<file path="src/core/bmx_pkg.sv">
// Shared definitions for the bused receive multiplexer
package bmx_pkg;
    localparam int NCH = 4;
    localparam int NIB_W = 4;
    localparam int ADDR_W = 8;
    localparam int DATA_W = 32;
    localparam int IDX_W = 2;

    // Register byte addresses
    localparam logic [7:0] ADDR_CONFIG = 8'h00;
    localparam logic [7:0] ADDR_STATUS = 8'h04;
    localparam logic [7:0] ADDR_MASK = 8'h08;
    localparam logic [7:0] ADDR_BUSSTATE = 8'h0c;

    // Config field positions
    localparam int CFG_SPEED_LSB = 0;
    localparam int CFG_COMBINED_BIT = 4;
    localparam int CFG_REP_LINK_BIT = 8;
    localparam int CFG_REP_PACKET_BIT = 9;
    localparam logic [31:0] CFG_RESET = 32'h0000_0000;

    // Status and mask bits
    localparam int ST_W = 3;
    localparam int ST_CONFLICT = 0;
    localparam int ST_RX_ERROR = 1;
    localparam int ST_IGNORED = 2;
    localparam logic [ST_W-1:0] ST_RESET = 3'h0;

    // Bus state read-back positions
    localparam int BS_FAST_ACT = 0;
    localparam int BS_FAST_CH_LSB = 1;
    localparam int BS_SLOW_ACT = 4;
    localparam int BS_SLOW_CH_LSB = 5;

    // Error codes shown on the nibble lines
    localparam logic [3:0] ERR_PACKET = 4'h2;
    localparam logic [3:0] ERR_LINK = 4'h3;
    localparam logic [3:0] ERR_PREMATURE = 4'h4;
    localparam logic [3:0] ERR_CODE = 4'h5;

    // Error flag positions within a channel's flags
    localparam int EF_PACKET = 0;
    localparam int EF_LINK = 1;
    localparam int EF_PREMATURE = 2;
    localparam int EF_CODE = 3;

    typedef struct packed {
        logic [3:0] nibble;
        logic dv;
        logic er;
        logic [3:0] err_flags;
        logic serial_bit;
        logic clk_fast;
        logic clk_slow;
    } bmx_chan_rx_type;

    typedef struct packed {
        logic en;
        logic er;
        logic [3:0] nibble;
    } bmx_tx_fast_type;

    typedef struct packed {
        logic en;
        logic bit_val;
    } bmx_tx_slow_type;
endpackage

</file>
<file path="src/core/bmx_shared_rx_mux.sv">
// Shared receive and transmit bus logic of a four channel transceiver
`timescale 1ns/1ns
module bmx_shared_rx_mux #(
    parameter int NCH = bmx_pkg::NCH
) (
    input wire logic clk_in,
    input wire logic resetn_in,
    input wire bmx_pkg::bmx_chan_rx_type [NCH-1:0] chan_rx_in,
    input wire logic [NCH-1:0] rx_select_fast_in,
    input wire logic [NCH-1:0] rx_select_slow_in,
    output logic [3:0] shared_rx_nibble_out,
    output logic shared_rx_dv_out,
    output logic shared_rx_er_out,
    output logic shared_rx_clock_fast_out,
    output logic fast_bus_oe_n_out,
    output logic shared_rx_serial_out,
    output logic shared_rx_clock_slow_out,
    output logic slow_bus_oe_n_out,
    input wire logic tx_ref_clock_fast_in,
    input wire logic tx_ref_clock_slow_in,
    output logic shared_tx_clock_fast_out,
    output logic shared_tx_clock_slow_out,
    input wire bmx_pkg::bmx_tx_fast_type tx_fast_in,
    input wire bmx_pkg::bmx_tx_slow_type tx_slow_in,
    output bmx_pkg::bmx_tx_fast_type tx_fast_word_out,
    output logic tx_fast_strobe_out,
    output bmx_pkg::bmx_tx_slow_type tx_slow_word_out,
    output logic tx_slow_strobe_out,
    input wire logic [bmx_pkg::ADDR_W-1:0] reg_addr_in,
    input wire logic [bmx_pkg::DATA_W-1:0] reg_wdata_in,
    input wire logic reg_wr_in,
    input wire logic reg_rd_in,
    output logic [bmx_pkg::DATA_W-1:0] reg_rdata_out,
    output logic irq_out
);
    localparam int IW = bmx_pkg::IDX_W;

    // Two stage synchronisers for every pin input
    bmx_pkg::bmx_chan_rx_type [NCH-1:0] ch_s1_q, ch_s2_q;
    logic [NCH-1:0] fsel_s1_q, fsel_s2_q, ssel_s1_q, ssel_s2_q;
    logic [1:0] txclk_s1_q, txclk_s2_q;
    bmx_pkg::bmx_tx_fast_type txf_s1_q, txf_s2_q;
    bmx_pkg::bmx_tx_slow_type txs_s1_q, txs_s2_q;

    genvar g;
    generate
        for (g = 0; g < NCH; g++) begin : g_sync
            always_ff @(posedge clk_in or negedge resetn_in) begin
                if (!resetn_in) begin
                    ch_s1_q[g] <= '0;
                    ch_s2_q[g] <= '0;
                    fsel_s1_q[g] <= 1'b0;
                    fsel_s2_q[g] <= 1'b0;
                    ssel_s1_q[g] <= 1'b0;
                    ssel_s2_q[g] <= 1'b0;
                end else begin
                    ch_s1_q[g] <= chan_rx_in[g];
                    ch_s2_q[g] <= ch_s1_q[g];
                    fsel_s1_q[g] <= rx_select_fast_in[g];
                    fsel_s2_q[g] <= fsel_s1_q[g];
                    ssel_s1_q[g] <= rx_select_slow_in[g];
                    ssel_s2_q[g] <= ssel_s1_q[g];
                end
            end
        end
    endgenerate

    always_ff @(posedge clk_in or negedge resetn_in) begin
        if (!resetn_in) begin
            txclk_s1_q <= 2'h0;
            txclk_s2_q <= 2'h0;
            txf_s1_q <= '0;
            txf_s2_q <= '0;
            txs_s1_q <= '0;
            txs_s2_q <= '0;
        end else begin
            txclk_s1_q <= {tx_ref_clock_slow_in, tx_ref_clock_fast_in};
            txclk_s2_q <= txclk_s1_q;
            txf_s1_q <= tx_fast_in;
            txf_s2_q <= txf_s1_q;
            txs_s1_q <= tx_slow_in;
            txs_s2_q <= txs_s1_q;
        end
    end

    // Register file
    logic [31:0] cfg_q;
    logic [bmx_pkg::ST_W-1:0] status_q, mask_q, ev_set;
    logic [NCH-1:0] speed_fast;
    logic combined, rep_link, rep_packet;
    logic wr_cfg, wr_status, wr_mask;

    assign speed_fast = cfg_q[bmx_pkg::CFG_SPEED_LSB +: NCH];
    assign combined = cfg_q[bmx_pkg::CFG_COMBINED_BIT];
    assign rep_link = cfg_q[bmx_pkg::CFG_REP_LINK_BIT];
    assign rep_packet = cfg_q[bmx_pkg::CFG_REP_PACKET_BIT];
    assign wr_cfg = reg_wr_in && (reg_addr_in == bmx_pkg::ADDR_CONFIG);
    assign wr_status = reg_wr_in && (reg_addr_in == bmx_pkg::ADDR_STATUS);
    assign wr_mask = reg_wr_in && (reg_addr_in == bmx_pkg::ADDR_MASK);

    always_ff @(posedge clk_in or negedge resetn_in) begin
        if (!resetn_in) begin
            cfg_q <= bmx_pkg::CFG_RESET;
        end else if (wr_cfg) begin
            cfg_q <= reg_wdata_in;
        end
    end

    always_ff @(posedge clk_in or negedge resetn_in) begin
        if (!resetn_in) begin
            mask_q <= bmx_pkg::ST_RESET;
        end else if (wr_mask) begin
            mask_q <= reg_wdata_in[bmx_pkg::ST_W-1:0];
        end
    end

    // Set wins over a write-one clear in the same cycle
    always_ff @(posedge clk_in or negedge resetn_in) begin
        if (!resetn_in) begin
            status_q <= bmx_pkg::ST_RESET;
        end else begin
            status_q <= (status_q & ~(wr_status ? reg_wdata_in[bmx_pkg::ST_W-1:0] :
                bmx_pkg::ST_RESET)) | ev_set;
        end
    end

    assign irq_out = |(status_q & mask_q);

    // Requests per bus after speed and mode filtering
    logic [NCH-1:0] fast_req, slow_req;
    assign fast_req = fsel_s2_q & speed_fast;
    assign slow_req = combined ? (fsel_s2_q & ~speed_fast) : (ssel_s2_q & ~speed_fast);

    // Lowest requesting channel wins if the controller breaks the one-select rule
    logic [IW-1:0] fast_idx, slow_idx;
    always_comb begin
        fast_idx = '0;
        slow_idx = '0;
        for (int i = NCH - 1; i >= 0; i--) begin
            if (fast_req[i]) begin
                fast_idx = IW'(i);
            end
            if (slow_req[i]) begin
                slow_idx = IW'(i);
            end
        end
    end

    logic fast_act_q, slow_act_q;
    logic [IW-1:0] fast_ch_q, slow_ch_q;
    always_ff @(posedge clk_in or negedge resetn_in) begin
        if (!resetn_in) begin
            fast_act_q <= 1'b0;
            slow_act_q <= 1'b0;
            fast_ch_q <= '0;
            slow_ch_q <= '0;
        end else begin
            fast_act_q <= |fast_req;
            slow_act_q <= |slow_req;
            fast_ch_q <= fast_idx;
            slow_ch_q <= slow_idx;
        end
    end

    assign fast_bus_oe_n_out = !fast_act_q;
    assign slow_bus_oe_n_out = !slow_act_q;

    // Clock edges of the selected channel
    bmx_pkg::bmx_chan_rx_type fch, sch;
    logic fclk_prev_q, sclk_prev_q, fall_fast, fall_slow;
    assign fch = ch_s2_q[fast_ch_q];
    assign sch = ch_s2_q[slow_ch_q];
    assign fall_fast = fclk_prev_q && !fch.clk_fast;
    assign fall_slow = sclk_prev_q && !sch.clk_slow;

    always_ff @(posedge clk_in or negedge resetn_in) begin
        if (!resetn_in) begin
            fclk_prev_q <= 1'b0;
            sclk_prev_q <= 1'b0;
            shared_rx_clock_fast_out <= 1'b0;
            shared_rx_clock_slow_out <= 1'b0;
        end else begin
            fclk_prev_q <= fch.clk_fast;
            sclk_prev_q <= sch.clk_slow;
            shared_rx_clock_fast_out <= fch.clk_fast;
            shared_rx_clock_slow_out <= sch.clk_slow;
        end
    end

    // Code of the highest enabled error flag wins over data while the error line is high
    function automatic logic [3:0] pick_nibble(input bmx_pkg::bmx_chan_rx_type c,
                                               input logic rl, input logic rp);
        logic [3:0] n;
        n = c.nibble;
        if (c.er) begin
            if (c.err_flags[bmx_pkg::EF_CODE]) begin
                n = bmx_pkg::ERR_CODE;
            end else if (c.err_flags[bmx_pkg::EF_PREMATURE]) begin
                n = bmx_pkg::ERR_PREMATURE;
            end else if (c.err_flags[bmx_pkg::EF_LINK] && rl) begin
                n = bmx_pkg::ERR_LINK;
            end else if (c.err_flags[bmx_pkg::EF_PACKET] && rp) begin
                n = bmx_pkg::ERR_PACKET;
            end
        end
        return n;
    endfunction

    always_ff @(posedge clk_in or negedge resetn_in) begin
        if (!resetn_in) begin
            shared_rx_nibble_out <= 4'h0;
        end else if (fast_act_q && fall_fast) begin
            shared_rx_nibble_out <= pick_nibble(fch, rep_link, rep_packet);
        end
    end

    // valid and error on the fast bus only
    always_ff @(posedge clk_in or negedge resetn_in) begin
        if (!resetn_in) begin
            shared_rx_dv_out <= 1'b0;
            shared_rx_er_out <= 1'b0;
        end else if (!(|fast_req)) begin
            // Cleared with the ownership flag so valid never outlives the bus
            shared_rx_dv_out <= 1'b0;
            shared_rx_er_out <= 1'b0;
        end else if (fall_fast) begin
            shared_rx_dv_out <= fch.dv;
            shared_rx_er_out <= fch.er;
        end
    end

    always_ff @(posedge clk_in or negedge resetn_in) begin
        if (!resetn_in) begin
            shared_rx_serial_out <= 1'b0;
        end else if (slow_act_q && fall_slow) begin
            shared_rx_serial_out <= sch.serial_bit;
        end
    end

    // Transmit side: clocks forwarded, inputs taken at rising edges
    logic [1:0] txclk_prev_q;
    logic rise_tx_fast, rise_tx_slow;
    assign rise_tx_fast = txclk_s2_q[0] && !txclk_prev_q[0];
    assign rise_tx_slow = txclk_s2_q[1] && !txclk_prev_q[1];

    always_ff @(posedge clk_in or negedge resetn_in) begin
        if (!resetn_in) begin
            txclk_prev_q <= 2'h0;
            shared_tx_clock_fast_out <= 1'b0;
            shared_tx_clock_slow_out <= 1'b0;
        end else begin
            txclk_prev_q <= txclk_s2_q;
            shared_tx_clock_fast_out <= txclk_s2_q[0];
            shared_tx_clock_slow_out <= txclk_s2_q[1];
        end
    end

    always_ff @(posedge clk_in or negedge resetn_in) begin
        if (!resetn_in) begin
            tx_fast_word_out <= '0;
            tx_fast_strobe_out <= 1'b0;
        end else begin
            tx_fast_strobe_out <= rise_tx_fast;
            if (rise_tx_fast) begin
                tx_fast_word_out <= txf_s2_q;
            end
        end
    end

    always_ff @(posedge clk_in or negedge resetn_in) begin
        if (!resetn_in) begin
            tx_slow_word_out <= '0;
            tx_slow_strobe_out <= 1'b0;
        end else begin
            tx_slow_strobe_out <= rise_tx_slow;
            if (rise_tx_slow) begin
                tx_slow_word_out <= txs_s2_q;
            end
        end
    end

    // Events; a second select flags the controller's breach of the one-select rule
    logic [NCH-1:0] all_fsel, all_ssel;
    assign all_fsel = fsel_s2_q;
    assign all_ssel = combined ? '0 : ssel_s2_q;
    always_comb begin
        ev_set = '0;
        ev_set[bmx_pkg::ST_CONFLICT] = ((all_fsel & (all_fsel - 1'b1)) != '0) ||
            ((all_ssel & (all_ssel - 1'b1)) != '0);
        ev_set[bmx_pkg::ST_RX_ERROR] = fast_act_q && fall_fast && fch.er;
        ev_set[bmx_pkg::ST_IGNORED] = (combined ? 1'b0 : |(ssel_s2_q & speed_fast)) ||
            (!combined && |(fsel_s2_q & ~speed_fast));
    end

    // Read data valid only in the cycle after the strobe
    logic [31:0] rd_mux;
    always_comb begin
        rd_mux = 32'h0;
        unique case (reg_addr_in)
            bmx_pkg::ADDR_CONFIG: rd_mux = cfg_q;
            bmx_pkg::ADDR_STATUS: rd_mux[bmx_pkg::ST_W-1:0] = status_q;
            bmx_pkg::ADDR_MASK: rd_mux[bmx_pkg::ST_W-1:0] = mask_q;
            bmx_pkg::ADDR_BUSSTATE: begin
                rd_mux[bmx_pkg::BS_FAST_ACT] = fast_act_q;
                rd_mux[bmx_pkg::BS_FAST_CH_LSB +: IW] = fast_ch_q;
                rd_mux[bmx_pkg::BS_SLOW_ACT] = slow_act_q;
                rd_mux[bmx_pkg::BS_SLOW_CH_LSB +: IW] = slow_ch_q;
            end
            default: rd_mux = 32'h0;
        endcase
    end

    always_ff @(posedge clk_in or negedge resetn_in) begin
        if (!resetn_in) begin
            reg_rdata_out <= 32'h0;
        end else begin
            reg_rdata_out <= reg_rd_in ? rd_mux : 32'h0;
        end
    end
endmodule

</file>
<file path="config.mk">
export PLATFORM = sky130hd
export DESIGN_NAME = bmx_shared_rx_mux
export DESIGN_NICKNAME = d
export VERILOG_FILES = /design/src/core/bmx_pkg.sv /design/src/core/bmx_shared_rx_mux.sv
export SDC_FILE = /design/constraint.sdc
export NUM_CORES = 1
export LEC_CHECK = 0
export BUFFER_PORTS_ARGS = -buffer_cell sky130_fd_sc_hd__buf_2
export CORE_MARGIN = 2
export CORE_UTILIZATION = 30
export CTS_CLUSTER_DIAMETER = 40
export DETAILED_ROUTE_END_ITERATION = 7
export SLEW_MARGIN = 30
export SYNTH_ARGS = -nofsm -noshare
export SYNTH_HDL_FRONTEND = slang
export SYNTH_SLANG_ARGS = --single-unit
</file>
<file path="constraint.sdc">
create_clock -name clk_in -period 4.6 [get_ports clk_in]
set_input_delay 1.15 -clock clk_in [delete_from_list [all_inputs] [get_ports clk_in]]
set_output_delay 1.15 -clock clk_in [all_outputs]
set_load 0.02 [all_outputs]
</file>
======== Word-level counts from Yosys, hierarchy flattened ========
Index checks and enable logic that the tools add are counted.
cells by class
  add/sub/neg operators ................... 2
  multipliers ............................. 0
  divide/modulo/power cells ............... 0
  order comparisons ....................... 2
  equal/unequal tests ..................... 4
  shift operators ......................... 0
  mux-type cells .......................... 30
  bitwise operators ....................... 11
  reduce and logical (&&, ||, !) cells .... 30
operator list
  operator                                                     number
  binary-select mux 13 bit (select 2 bit)                      2
  2-to-1 mux 32 bit                                            1
  2-to-1 mux 4 bit                                             7
  2-to-1 mux 25 bit                                            1
  AND 4 bit                                                    6
  == test 8 x 4 -> 1 bit (second input constant)               2
  2-to-1 mux 2 bit                                             8
  OR reduction 4 bit                                           4
  logical AND 1 bit                                            13
  2-to-1 mux 13 bit                                            1
  one-hot mux 3 bit (4 select lines)                           1
  == test 8 x 3 -> 1 bit (second input constant)               1
  zero test 8 bit                                              1
  nonzero test 4 bit                                           2
  subtractor 4 x 1 -> 4 bit (second input constant)            2
  zero test 1 bit                                              7
  AND 3 bit                                                    2
  less-than comparator 2 x 3 -> 1 bit (second input constant)  2
  2-to-1 mux 1 bit                                             6
  2-to-1 mux 3 bit                                             2
  one-hot mux 3 bit (2 select lines)                           1
  NOT 4 bit                                                    1
  NOT 3 bit                                                    1
  bitwise OR 3 bit                                             1
  3 further kinds                                              4
word-level totals
  register bits ........................... 239
  latch bits .............................. 0
  bits in writable memories ............... 0
  bits in read-only memories .............. 0
  input port bits ......................... 114
  output and inout port bits .............. 56
  logic and storage cells ................. 187
  memories ................................ 0

======== Longest topological paths before layout ========
Gate-level depths: netlist (run 1).
  word-level depth ........................ 8
  gate-level depth with buffers ........... 7

======== Worst setup path before layout (run 1) ========
Ideal clock, no wire load.
  path type ............................... input port to flip-flop
  start point ............................. input reg_addr_in[1] (netlist bit)
  end point ............................... register mask_q[0] (netlist bit)
  library setup time ...................... 125 ps
  data arrival time ....................... 2306 ps
  data required time ...................... 4475 ps
  path slack .............................. 2168 ps
  stages on the path ...................... 4
  cell sequence ........................... nor4_4 nand3_1 or3b_4 mux2_4
on the way
  word-level cells in the longest chain between the ends .. 2
RTL lines
  element                 line                      source
  start: declaration      bmx_shared_rx_mux.sv:29   input wire logic [bmx_pkg::ADDR_W-1:0] reg_addr_in,
  == test 8 x 4 -> 1 bit  bmx_shared_rx_mux.sv:99   assign wr_mask = reg_wr_in && (reg_addr_in == bmx_pkg::ADDR_MASK);
  logical AND 1 bit       bmx_shared_rx_mux.sv:99
  end signal: assignment  bmx_shared_rx_mux.sv:111  mask_q <= bmx_pkg::ST_RESET;
  end signal: assignment  bmx_shared_rx_mux.sv:113  mask_q <= reg_wdata_in[bmx_pkg::ST_W-1:0];
  end: declaration        bmx_shared_rx_mux.sv:88   logic [bmx_pkg::ST_W-1:0] status_q, mask_q, ev_set;
Every way passes these cells.
A chain may end at the register's enable or synchronous reset.

======== Final worst setup path (run 1) ========
  start point ............................. register status_q[2] (netlist bit)
  end point ............................... output irq_out
on the way
  word-level cells in the longest chain between the ends .. 2
RTL lines
  element                   line                      source
  start: declaration        bmx_shared_rx_mux.sv:88
  start signal: assignment  bmx_shared_rx_mux.sv:120  status_q <= bmx_pkg::ST_RESET;
  start signal: assignment  bmx_shared_rx_mux.sv:122  status_q <= (status_q & ~(wr_status ? reg_wdata_in[bmx_pkg::ST_W-1:0] :
  AND 3 bit                 bmx_shared_rx_mux.sv:127  assign irq_out = |(status_q & mask_q);
  OR reduction 3 bit        bmx_shared_rx_mux.sv:127
  end: declaration          bmx_shared_rx_mux.sv:34   output logic irq_out
Every way passes these cells.

==> run_results.csv, run 1 <==
group,metric,value,unit
status,run_status,"complete, no violations",
layout,layout_commonest_cell,"dfrtp_1",
sta,fin_setup_tns,0,ns
worst_hold_path,whs_endpoint,"ch_s2_q[17]$_DFF_PN0_",
power_and_ir_drop,p_sw,1.18,mW
sta,min_period,2.82,ns
power_and_ir_drop,ir_drop,312,uV
cts,clock_latency,0.49,ns
sta,drv_slew,0,
grt,overflow,0,
cts,cts_tree,"yes",
grt,grt_usage,11.0,%
yosys,ys_types,42,
cts,htreeDepth,2,
worst_setup_path,critPathMaxFanout,3,
worst_setup_path,crit_chain,"a222oi_1 > inv_1 > buf_2",
yosys,synth_top_area_share,77.5,%
worst_setup_path,critPathArrivalTime,1.67,ns
floorplanning,core.rowCount,58,
power_and_ir_drop,power.share.clock,50.5,%
layout,stdcell_area,10100,um2
cts,ctsResizeCount,0,
place,numPortBuffers,169,
cts,cts-hold-fix-buffers,0,
worst_setup_path,critical-path-top-delay-family,"compound AO/OA/AOI/OAI gates",
floorplanning,fp.dieH,164,um
sta,timing.fmax,355,MHz
worst_setup_path,start_kind,"flop",
yosys,synth_area,7650,um2
layout,nets,749,
cts,cts_buffer_depth,3,
yosys,synth_area_leaders,"dfrtp_1, mux2_2, mux4_2, and2_1, mux2i_1",
route,wire_per_inst,14.4,um
worst_hold_path,hp-start,"ch_s1_q[17]$_DFF_PN0_",
worst_setup_path,rr_worst_depth,5,
cts,cts_buffers,35,
floorplanning,die_x,164,um
yosys,synth_top_area_cell,"dfrtp_1",
place,place_area,8910,um2
grt,grt_pass1_vias,4343,
worst_hold_path,worstHoldPathType,"reg2reg",
floorplanning,start_util,30.5,%
grt,grt_pass1_wl,22900,um
layout,layout_common_cells,"dfrtp_1, buf_2, mux2_2, clkbuf_16, and2_1",
sta,rsz0062_at_grt,"no",
yosys,syn_area_per_cell,17.6,um2
power_and_ir_drop,p_int,3.96,mW
worst_setup_path,r2r_setup_slack,2.63,ns
sta,hold_viol,0,
power_and_ir_drop,p_seq_share,43.8,%
cts,post-cts-setup-buffers,0,
power_and_ir_drop,leakagePower,4.89,nW
worst_hold_path,hold_depth,0,
floorplanning,ios,170,
floorplanning,dieArea,26800,um2
floorplanning,coreArea,25100,um2
sta,finalCritPeriodShare,61.3,%
cts,root_buffer,"clkbuf_16",
route,dr.first_iter.drc_count,235,
route,routed_wl,14300,um
place,gp_congestion,0.713,
sta,fin_skew,0.0126,ns
yosys,syn-num-nets,549,
worst_setup_path,r2r_start,"fast_ch_q[0]$_DFF_PN0_",
worst_setup_path,worstSetupPathType,"reg2out",
worst_setup_path,critPathRequiredTime,3.45,ns
sta,final-setup-viol-count,0,
yosys,synth-edff-count,0,
layout,drive_gt1_share,44.9,%
yosys,yosysWarnings,0,
yosys,yosys_most_used_dff,"dfrtp_1",
sta,slew_headroom,56.0,%
grt,antenna_found_initial,0,
worst_setup_path,cp_slowest_cell,"a222oi_1",
power_and_ir_drop,power-per-cell-area,508,nW/um2
power_and_ir_drop,switching_share,23.0,%
route,drc,0,
yosys,ys_seq_elements,237,
layout,fill_cells,2354,
worst_setup_path,slowest_delay,0.52,ns
route,ant_nets,0,
power_and_ir_drop,power,5.14,mW
yosys,ys_seq_area_share,77.5,%
worst_setup_path,r2r_end,"status_q[1]$_DFF_PN0_",
place,dp_hpwl,9570,um
place,dp_cells,927,
power_and_ir_drop,p_comb_share,5.7,%
yosys,syn_inst,435,
layout,final_cells,992,
run,drv_cap,0,
layout,syn2layout_area_growth,32.2,%
route,via_count,4115,
grt,grt_max_degree,124,
route,viasPerCell,4.15,
route,firstDrtPassIters,7,
layout,postLayoutCoreUtil,40.3,%
sta,tightest_slew,0.660,ns
cts,clkTransAtPathRegs,0.05,ns
worst_setup_path,end_kind,"output port",
worst_setup_path,critPathBufInv,2,
yosys,async_reset_ff_share,100,%
cts,clkSinkCount,237,
-- how the worst max path moves through the flow --
| stage | start | to | slack (ns) | cells past startpoint |
|---|---|---|---|---|
| CTS | status_q[2]$_DFF_PN0_ | irq_out | 1.71 | 3 |
| finish | status_q[2]$_DFF_PN0_ | irq_out | 1.78 | 3 |
| global route | status_q[2]$_DFF_PN0_ | irq_out | 1.69 | 3 |
| detailed placement | reg_addr_in[1] | mask_q[1]$_DFFE_PN0P_ | 1.93 | 5 |
| floorplan | reg_addr_in[1] | mask_q[0]$_DFFE_PN0P_ | 2.17 | 4 |
| global placement | reg_addr_in[1] | mask_q[0]$_DFFE_PN0P_ | 1.97 | 5 |
-- per-layer routing --
layer,part of all wire (%),vias to the layer above,global-route usage [%]
li1,-,1910,-
met1,44,2019,14.7
met2,45,153,16.1
met3,9.1,33,4.22
met4,2.6,0,4.39
met5,0,-,0
-- stage by stage --
stage          setup slack (ns)  hold slack [ns]
3_3_place_gp               1.97            0.333
6_report                   1.78            0.342
5_1_grt                    1.69            0.348
2_1_floorplan              2.17            0.331
3_5_place_dp               1.93            0.335
4_1_cts                    1.71            0.343
-- registers in the layout, indices dropped and copies added (netlist names), 3 cells and up --
name and cells:
ssel_s2_q 4, reg_rdata_out 32, ch_s1_q 52, ssel_s1_q 4
mask_q 3, cfg_q 32, shared_rx_nibble_out 4, ch_s2_q 52
tx_fast_word_out 6, fsel_s1_q 4, txf_s1_q 6, txf_s2_q 6
status_q 3, all_fsel 4
-- logic make-up after synthesis --
group,after synthesis,share of synthesized area (%)
buffers and inverters,17,1.11
muxes,71,12.6
DFF,237,77.5
AOI/OAI and AO/OA,26,2.36
and+or+nand+nor,82,6.18
adders and majority gates,2,0.262
-- synth_stat cells, types with 3 or more instances --
master,instances
a21oi_1,8
a22o_1,3
and2_1,27
buf_2,6
dfrtp_1,237
inv_1,5
mux2_2,42
mux2_4,3
mux2i_1,12
mux4_2,12
nand2_1,15
nand2b_1,3
nand3_1,4
nor2_1,14
nor2b_1,7
o22ai_1,4
-- layout make-up --
class                      instances  area, um2  area share [%]
sequential                       237       5930            58.6
inverter                           5       18.8           0.186
timing repair buffer             175        946            9.35
antenna                            1       2.50          0.0247
tap                              330        413            4.08
clock buffer                      40        905            8.94
clock inverter                    23        267            2.63
multi-input combinational        181       1630            16.2
-- power groups by stage --
| stage | logic [mW] | clock network (mW) | registers (mW) |
|---|---|---|---|
| 5_1_grt | 0.328 | 2.79 | 2.27 |
| 3_5_place_dp | 0.297 | 0 | 2.29 |
| 6_report | 0.291 | 2.60 | 2.25 |
| 2_1_floorplan | 0.108 | 0 | 2.31 |
| 3_3_place_gp | 0.296 | 0 | 2.29 |
| 4_1_cts | 0.298 | 2.68 | 2.26 |
Power figures use the tool's default switching activity.
==> run 2, diff against run 1 <==
ABC_AREA = 1   (was default)
clock period = 2.3 ns   (was 4.6 ns; I/O delays follow)
==> run_results.csv, run 2 <==
group,metric,value,unit
status,run_status,"complete, no violations",
cts,clkTransAtPathRegs,0.05,ns
worst_hold_path,worstHoldPathType,"in2async",
cts,ctsResizeCount,0,
worst_setup_path,critical-path-top-delay-family,"flip-flops",
floorplanning,core.rowCount,58,
power_and_ir_drop,power-per-cell-area,1000,nW/um2
floorplanning,ios,170,
grt,grt_max_degree,64,
worst_setup_path,crit_start,"status_q[1]$_DFF_PN0_",
place,gp_congestion,0.786,
power_and_ir_drop,p_seq_share,43.6,%
yosys,syn-num-nets,766,
cts,root_buffer,"clkbuf_16",
worst_setup_path,critPathMaxFanout,3,
sta,rsz0062_at_grt,"no",
worst_setup_path,start_kind,"flop",
yosys,ys_types,31,
cts,cts_tree,"yes",
sta,min_period,1.79,ns
cts,cts_buffers,35,
cts,post-cts-setup-buffers,0,
yosys,yosysMostFrequentCell,"dfrtp_1",
route,wire_per_inst,13.3,um
layout,nets,970,
cts,htreeDepth,2,
floorplanning,die_x,165,um
power_and_ir_drop,leakagePower,5.37,nW
route,via_count,5002,
layout,postLayoutCoreUtil,40.5,%
sta,hold_viol,0,
power_and_ir_drop,p_sw,2.42,mW
sta,timing.fmax,560,MHz
layout,multiInputGateArea,1490,um2
power_and_ir_drop,p_int,7.88,mW
worst_setup_path,worstSetupPathType,"reg2out",
power_and_ir_drop,p_comb_share,6.0,%
sta,fin_setup_tns,0,ns
worst_setup_path,critPathArrivalTime,1.21,ns
route,ant_nets,0,
layout,layout_commonest_cell,"dfrtp_1",
route,routed_wl,16100,um
route,drc,0,
cts,cts_buffer_depth,3,
floorplanning,coreArea,25300,um2
sta,drv_slew,0,
sta,tightest_slew,0.566,ns
layout,layout_common_cells,"dfrtp_1, buf_2, nand2_1, nor2_1, inv_1",
grt,grt_usage,12.1,%
worst_setup_path,r2r_setup_slack,0.69,ns
cts,clock_latency,0.49,ns
yosys,yosysWarnings,0,
layout,fill_cells,2435,
yosys,ys_seq_area_share,76.3,%
power_and_ir_drop,ir_drop,576,uV
yosys,yosys_most_used_dff,"dfrtp_1",
worst_setup_path,end_kind,"output port",
layout,syn2layout_area_growth,32.0,%
yosys,synth-edff-count,0,
worst_setup_path,slowest_delay,0.39,ns
yosys,synthTopCellsByCount,"dfrtp_1, nand2_1, nor2_1",
layout,reg_top3,"ch_s1_q (52), ch_s2_q (52)",
power_and_ir_drop,power.share.clock,50.4,%
sta,final-setup-viol-count,0,
grt,antenna_found_initial,2,
yosys,synth_top_area_cell,"dfrtp_1",
grt,grt_pass1_vias,4980,
worst_setup_path,r2r_start,"fast_ch_q[0]$_DFF_PN0_",
place,dp_hpwl,11100,um
sta,slew_headroom,62.2,%
yosys,synth_area_leaders,"dfrtp_1, nand2_1, nor2_1, inv_1, a21oi_1",
yosys,synth_top_area_share,76.3,%
sta,fin_skew,0.0172,ns
grt,grt_pass1_wl,25500,um
cts,cts-hold-fix-buffers,0,
yosys,syn_area_per_cell,11.9,um2
yosys,synth_area,7770,um2
yosys,syn_inst,652,
power_and_ir_drop,switching_share,23.5,%
route,dr.first_iter.drc_count,313,
run,drv_cap,0,
cts,clkSinkCount,237,
worst_setup_path,crit_chain,"nand2_1 > nand3_1 > buf_2",
sta,finalCritPeriodShare,77.6,%
layout,drive_gt1_share,29.0,%
worst_setup_path,cp_slowest_cell,"dfrtp_1",
route,viasPerCell,4.13,
floorplanning,dieArea,27200,um2
worst_setup_path,critPathBufInv,1,
place,numPortBuffers,169,
layout,regArea,5930,um2
worst_setup_path,critPathRequiredTime,1.73,ns
grt,overflow,0,
yosys,async_reset_ff_share,100,%
yosys,ys_seq_elements,237,
floorplanning,fp.dieH,165,um
route,firstDrtPassIters,4,
floorplanning,start_util,30.7,%
==> run 2: cell types whose count changed in the layout (fill, tap and decap cells not counted), moves of 29 or more <==
cell     previous run  this run
a21oi_1             8        39
inv_1               5        69
mux2_2             42         0
nand2_1            15       125
nand3_1             4        33
nor2_1             14        75
==> run 2: per-stage QoR <==
stage	setup WS, ns	hold slack [ns]	power, mW	instances	instance area, um2
detailed placement	0.273	0.335	5.20	1149	9090
finish	0.514	0.0422	10.3	1210	10300
global route	0.464	0.0663	10.8	1209	10300
CTS	0.491	0.0447	10.5	1209	10300
floorplan	0.759	0.279	4.84	652	7770
global placement	0.315	0.333	5.19	1149	9090
==> run 2: worst paths after layout <==
path,cells past startpoint,endpoint
worst max-delay path,3,irq_out
worst min-delay path,1,reg_rdata_out[16]$_DFF_PN0_
worst max register to register,8,shared_rx_nibble_out[0]$_DFFE_PN0P_
worst min register to register,0,ch_s2_q[23]$_DFF_PN0_
max in group asynchronous,2,cfg_q[27]$_DFFE_PN0P_
min in group clk_in,1,txclk_s1_q[0]$_DFF_PN0_
==> run 2: power groups by stage <==
stage	Clock [mW]	Sequential, mW	Combinational, mW
floorplan	0	4.61	0.228
global placement	0	4.56	0.631
detailed placement	0	4.56	0.639
CTS	5.34	4.49	0.641
global route	5.55	4.51	0.710
finish	5.19	4.49	0.623
==> run 2: cell type report <==
cell class                 count  share of cell area (%)
antenna                        1                  0.0244
clock buffer                  39                    9.29
clock inverter                21                    2.11
inverter                      73                    2.67
multi-input combinational    328                    14.5
sequential                   237                    57.8
tap                          330                    4.02
timing repair buffer         181                    9.58
==> run 2: logic make-up after synthesis <==
kind of cell,synth area share [%]
compound gates,5.72
fa+ha+maj,0.129
buf+inv,4.54
flops,76.3
mux,0.290
simple gates,13.0
==> run 2: metal layers <==
layer | vias to the layer above | part of all wire [%] | track usage, % | routed length, um
met1 | 2375 | 42 | 14.8 | 6730
li1 | 2461 | - | - | -
met4 | 2 | 2.8 | 4.70 | 453
met5 | - | 0.081 | 0 | 13
met3 | 37 | 6.8 | 3.67 | 1090
met2 | 127 | 49 | 20.1 | 7820
==> run 3, diff against run 2 <==
ABC_AREA = 0   (was 1)
clock period = 1.79 ns   (was 2.3 ns; I/O delays follow)
==> run_results.csv, run 3 (synthesis results as in run 1) <==
group,metric,value,unit
floorplanning,dieArea,26800,um2
place,gp_congestion,0.727,
cts,clkSinkCount,237,
route,routed.top_layer,"met4",
floorplanning,start_util,30.5,%
worst_setup_path,start_kind,"flop",
layout,layout_commonest_cell,"dfrtp_1",
grt,grt_max_degree,65,
place,dp_hpwl,10200,um
sta,fin_ws,-0.250,ns
power_and_ir_drop,leakagePower,5.15,nW
grt,grt_pass1_vias,4412,
sta,hold_ws,0.0440,ns
grt,grt_pass1_wl,23400,um
sta,hold_viol,0,
power_and_ir_drop,ir_drop,762,uV
worst_setup_path,crit_start,"status_q[1]$_DFF_PN0_",
layout,diodes,0,
layout,drive_gt1_share,48.8,%
sta,tightest_slew,0.496,ns
cts,htreeDepth,2,
cts,cts_tree,"yes",
layout,regArea,5930,um2
power_and_ir_drop,power-per-cell-area,1340,nW/um2
sta,min_period,2.04,ns
layout,multiInputGateArea,1650,um2
run,drv_cap,0,
worst_setup_path,critPathArrivalTime,1.59,ns
worst_hold_path,worstHoldPathType,"in2reg",
worst_setup_path,critPathRequiredTime,1.34,ns
layout,syn2layout_area_growth,38.5,%
cts,clock_latency,0.50,ns
route,dr.first_iter.drc_count,195,
floorplanning,fp.dieH,164,um
floorplanning,core.rowCount,58,
worst_hold_path,hp-start,"chan_rx_in[48]",
floorplanning,die_x,164,um
worst_setup_path,critPathMaxFanout,3,
place,dp_slack,-0.108,ns
route,ant_nets,0,
layout,nets,780,
layout,layout_common_cells,"dfrtp_1, buf_2, mux2_2, clkbuf_16, buf_4",
sta,fin_skew,0.0253,ns
route,firstDrtPassIters,4,
place,numPortBuffers,169,
route,routed-wl-met2,6740,um
sta,timing.fmax,490,MHz
sta,finalCritPeriodShare,114,%
cts,cts_buffers,34,
worst_setup_path,end_kind,"output port",
route,via_count,4211,
status,run_status,"finished, violations left",
grt,grt_usage,11.2,%
sta,drv_slew,0,
route,viasPerCell,4.12,
route,met1_length,6340,um
cts,cts_buffer_depth,3,
route,wl_met3,1180,um
floorplanning,coreArea,25100,um2
route,drc,0,
grt,antenna_found_initial,0,
floorplanning,ios,170,
grt,overflow,0,
sta,rsz0062_at_grt,"yes",
cts,clkTransAtPathRegs,0.06,ns
worst_setup_path,r2r_start,"fast_ch_q[0]$_DFF_PN0_",
route,wire_per_inst,14.4,um
place,place_area,9200,um2
worst_setup_path,worstSetupPathType,"reg2out",
layout,reg_top3,"ch_s1_q (52), ch_s2_q (52)",
layout,fill_cells,2329,
status,violations,"setup timing",
route,routed_wl,14700,um
cts,root_buffer,"clkbuf_16",
sta,slew_headroom,66.1,%
layout,stdcell_area,10600,um2
sta,final-setup-viol-count,1,
run 3: cell count changes in the layout (fill, tap and decap cells not counted), sizes merged, moves of 12 or more:
cell / change
nand2: -112
mux4: +14
mux2: +43
mux2i: +12
nand3: -30
and2: +27
nor2: -63
buf: +25
inv: -69
a21oi: -32
o21ai: -28
run 3: worst max-delay path, stage by stage (launching register included):
cell and delay (ns):
dfrtp_1 0.40, a222oi_1 0.45, inv_1 0.10, buf_6 0.15
run 3: final timing paths:
path | end | slack [ns] | cells after the start
min reg2reg | ssel_s2_q[0]$_DFF_PN0_ | 0.34 | 0
min | ch_s1_q[48]$_DFF_PN0_ | 0.04 | 1
max in group asynchronous | cfg_q[9]$_DFFE_PN0P_ | 0.70 | 3
min in group asynchronous | txclk_s1_q[0]$_DFF_PN0_ | 0.49 | 2
max reg2reg | shared_rx_er_out$_DFFE_PN0P_ | 0.07 | 6
max | irq_out | -0.25 | 3
run 3: area by class of cell:
class                      instances  area share (%)
multi-input combinational        181            15.6
timing repair buffer             207            11.8
sequential                       237            56.0
inverter                           5           0.177
clock inverter                    23            3.62
tap                              330            3.90
clock buffer                      39            9.00
run 3: power by group:
part / switching (mW) / internal [mW]
Clock: 2.52 / 5.07
Combinational: 0.438 / 0.402
Sequential: 0.133 / 5.65
run 3: metal layers:
layer / track usage [%] / up-vias
li1: - / 1973
met1: 15.0 / 2059
met2: 16.8 / 146
met3: 3.78 / 33
met4: 4.27 / 0
met5: 0 / -
run 3: metrics by stage:
step	cells	setup TNS, ns	total power [mW]	utilization [%]
final	1022	-0.250	14.2	42.2
after global routing	1022	-0.431	14.8	42.2
after CTS	1020	-0.328	14.4	42.0
after detailed placement	956	-0.549	6.72	36.6
after global placement	956	-0.423	6.70	36.6
after floorplan	435	0	6.22	-
run 3: what timing repair did:
item | in CTS | in global routing
resized for setup | 3 | 13
endpoints found under the hold margin | 52 | 0
endpoints found under the setup margin | 3 | 6
setup buffers | 1 | 2
pin swaps | 1 | 1
hold buffers | 1 | 0
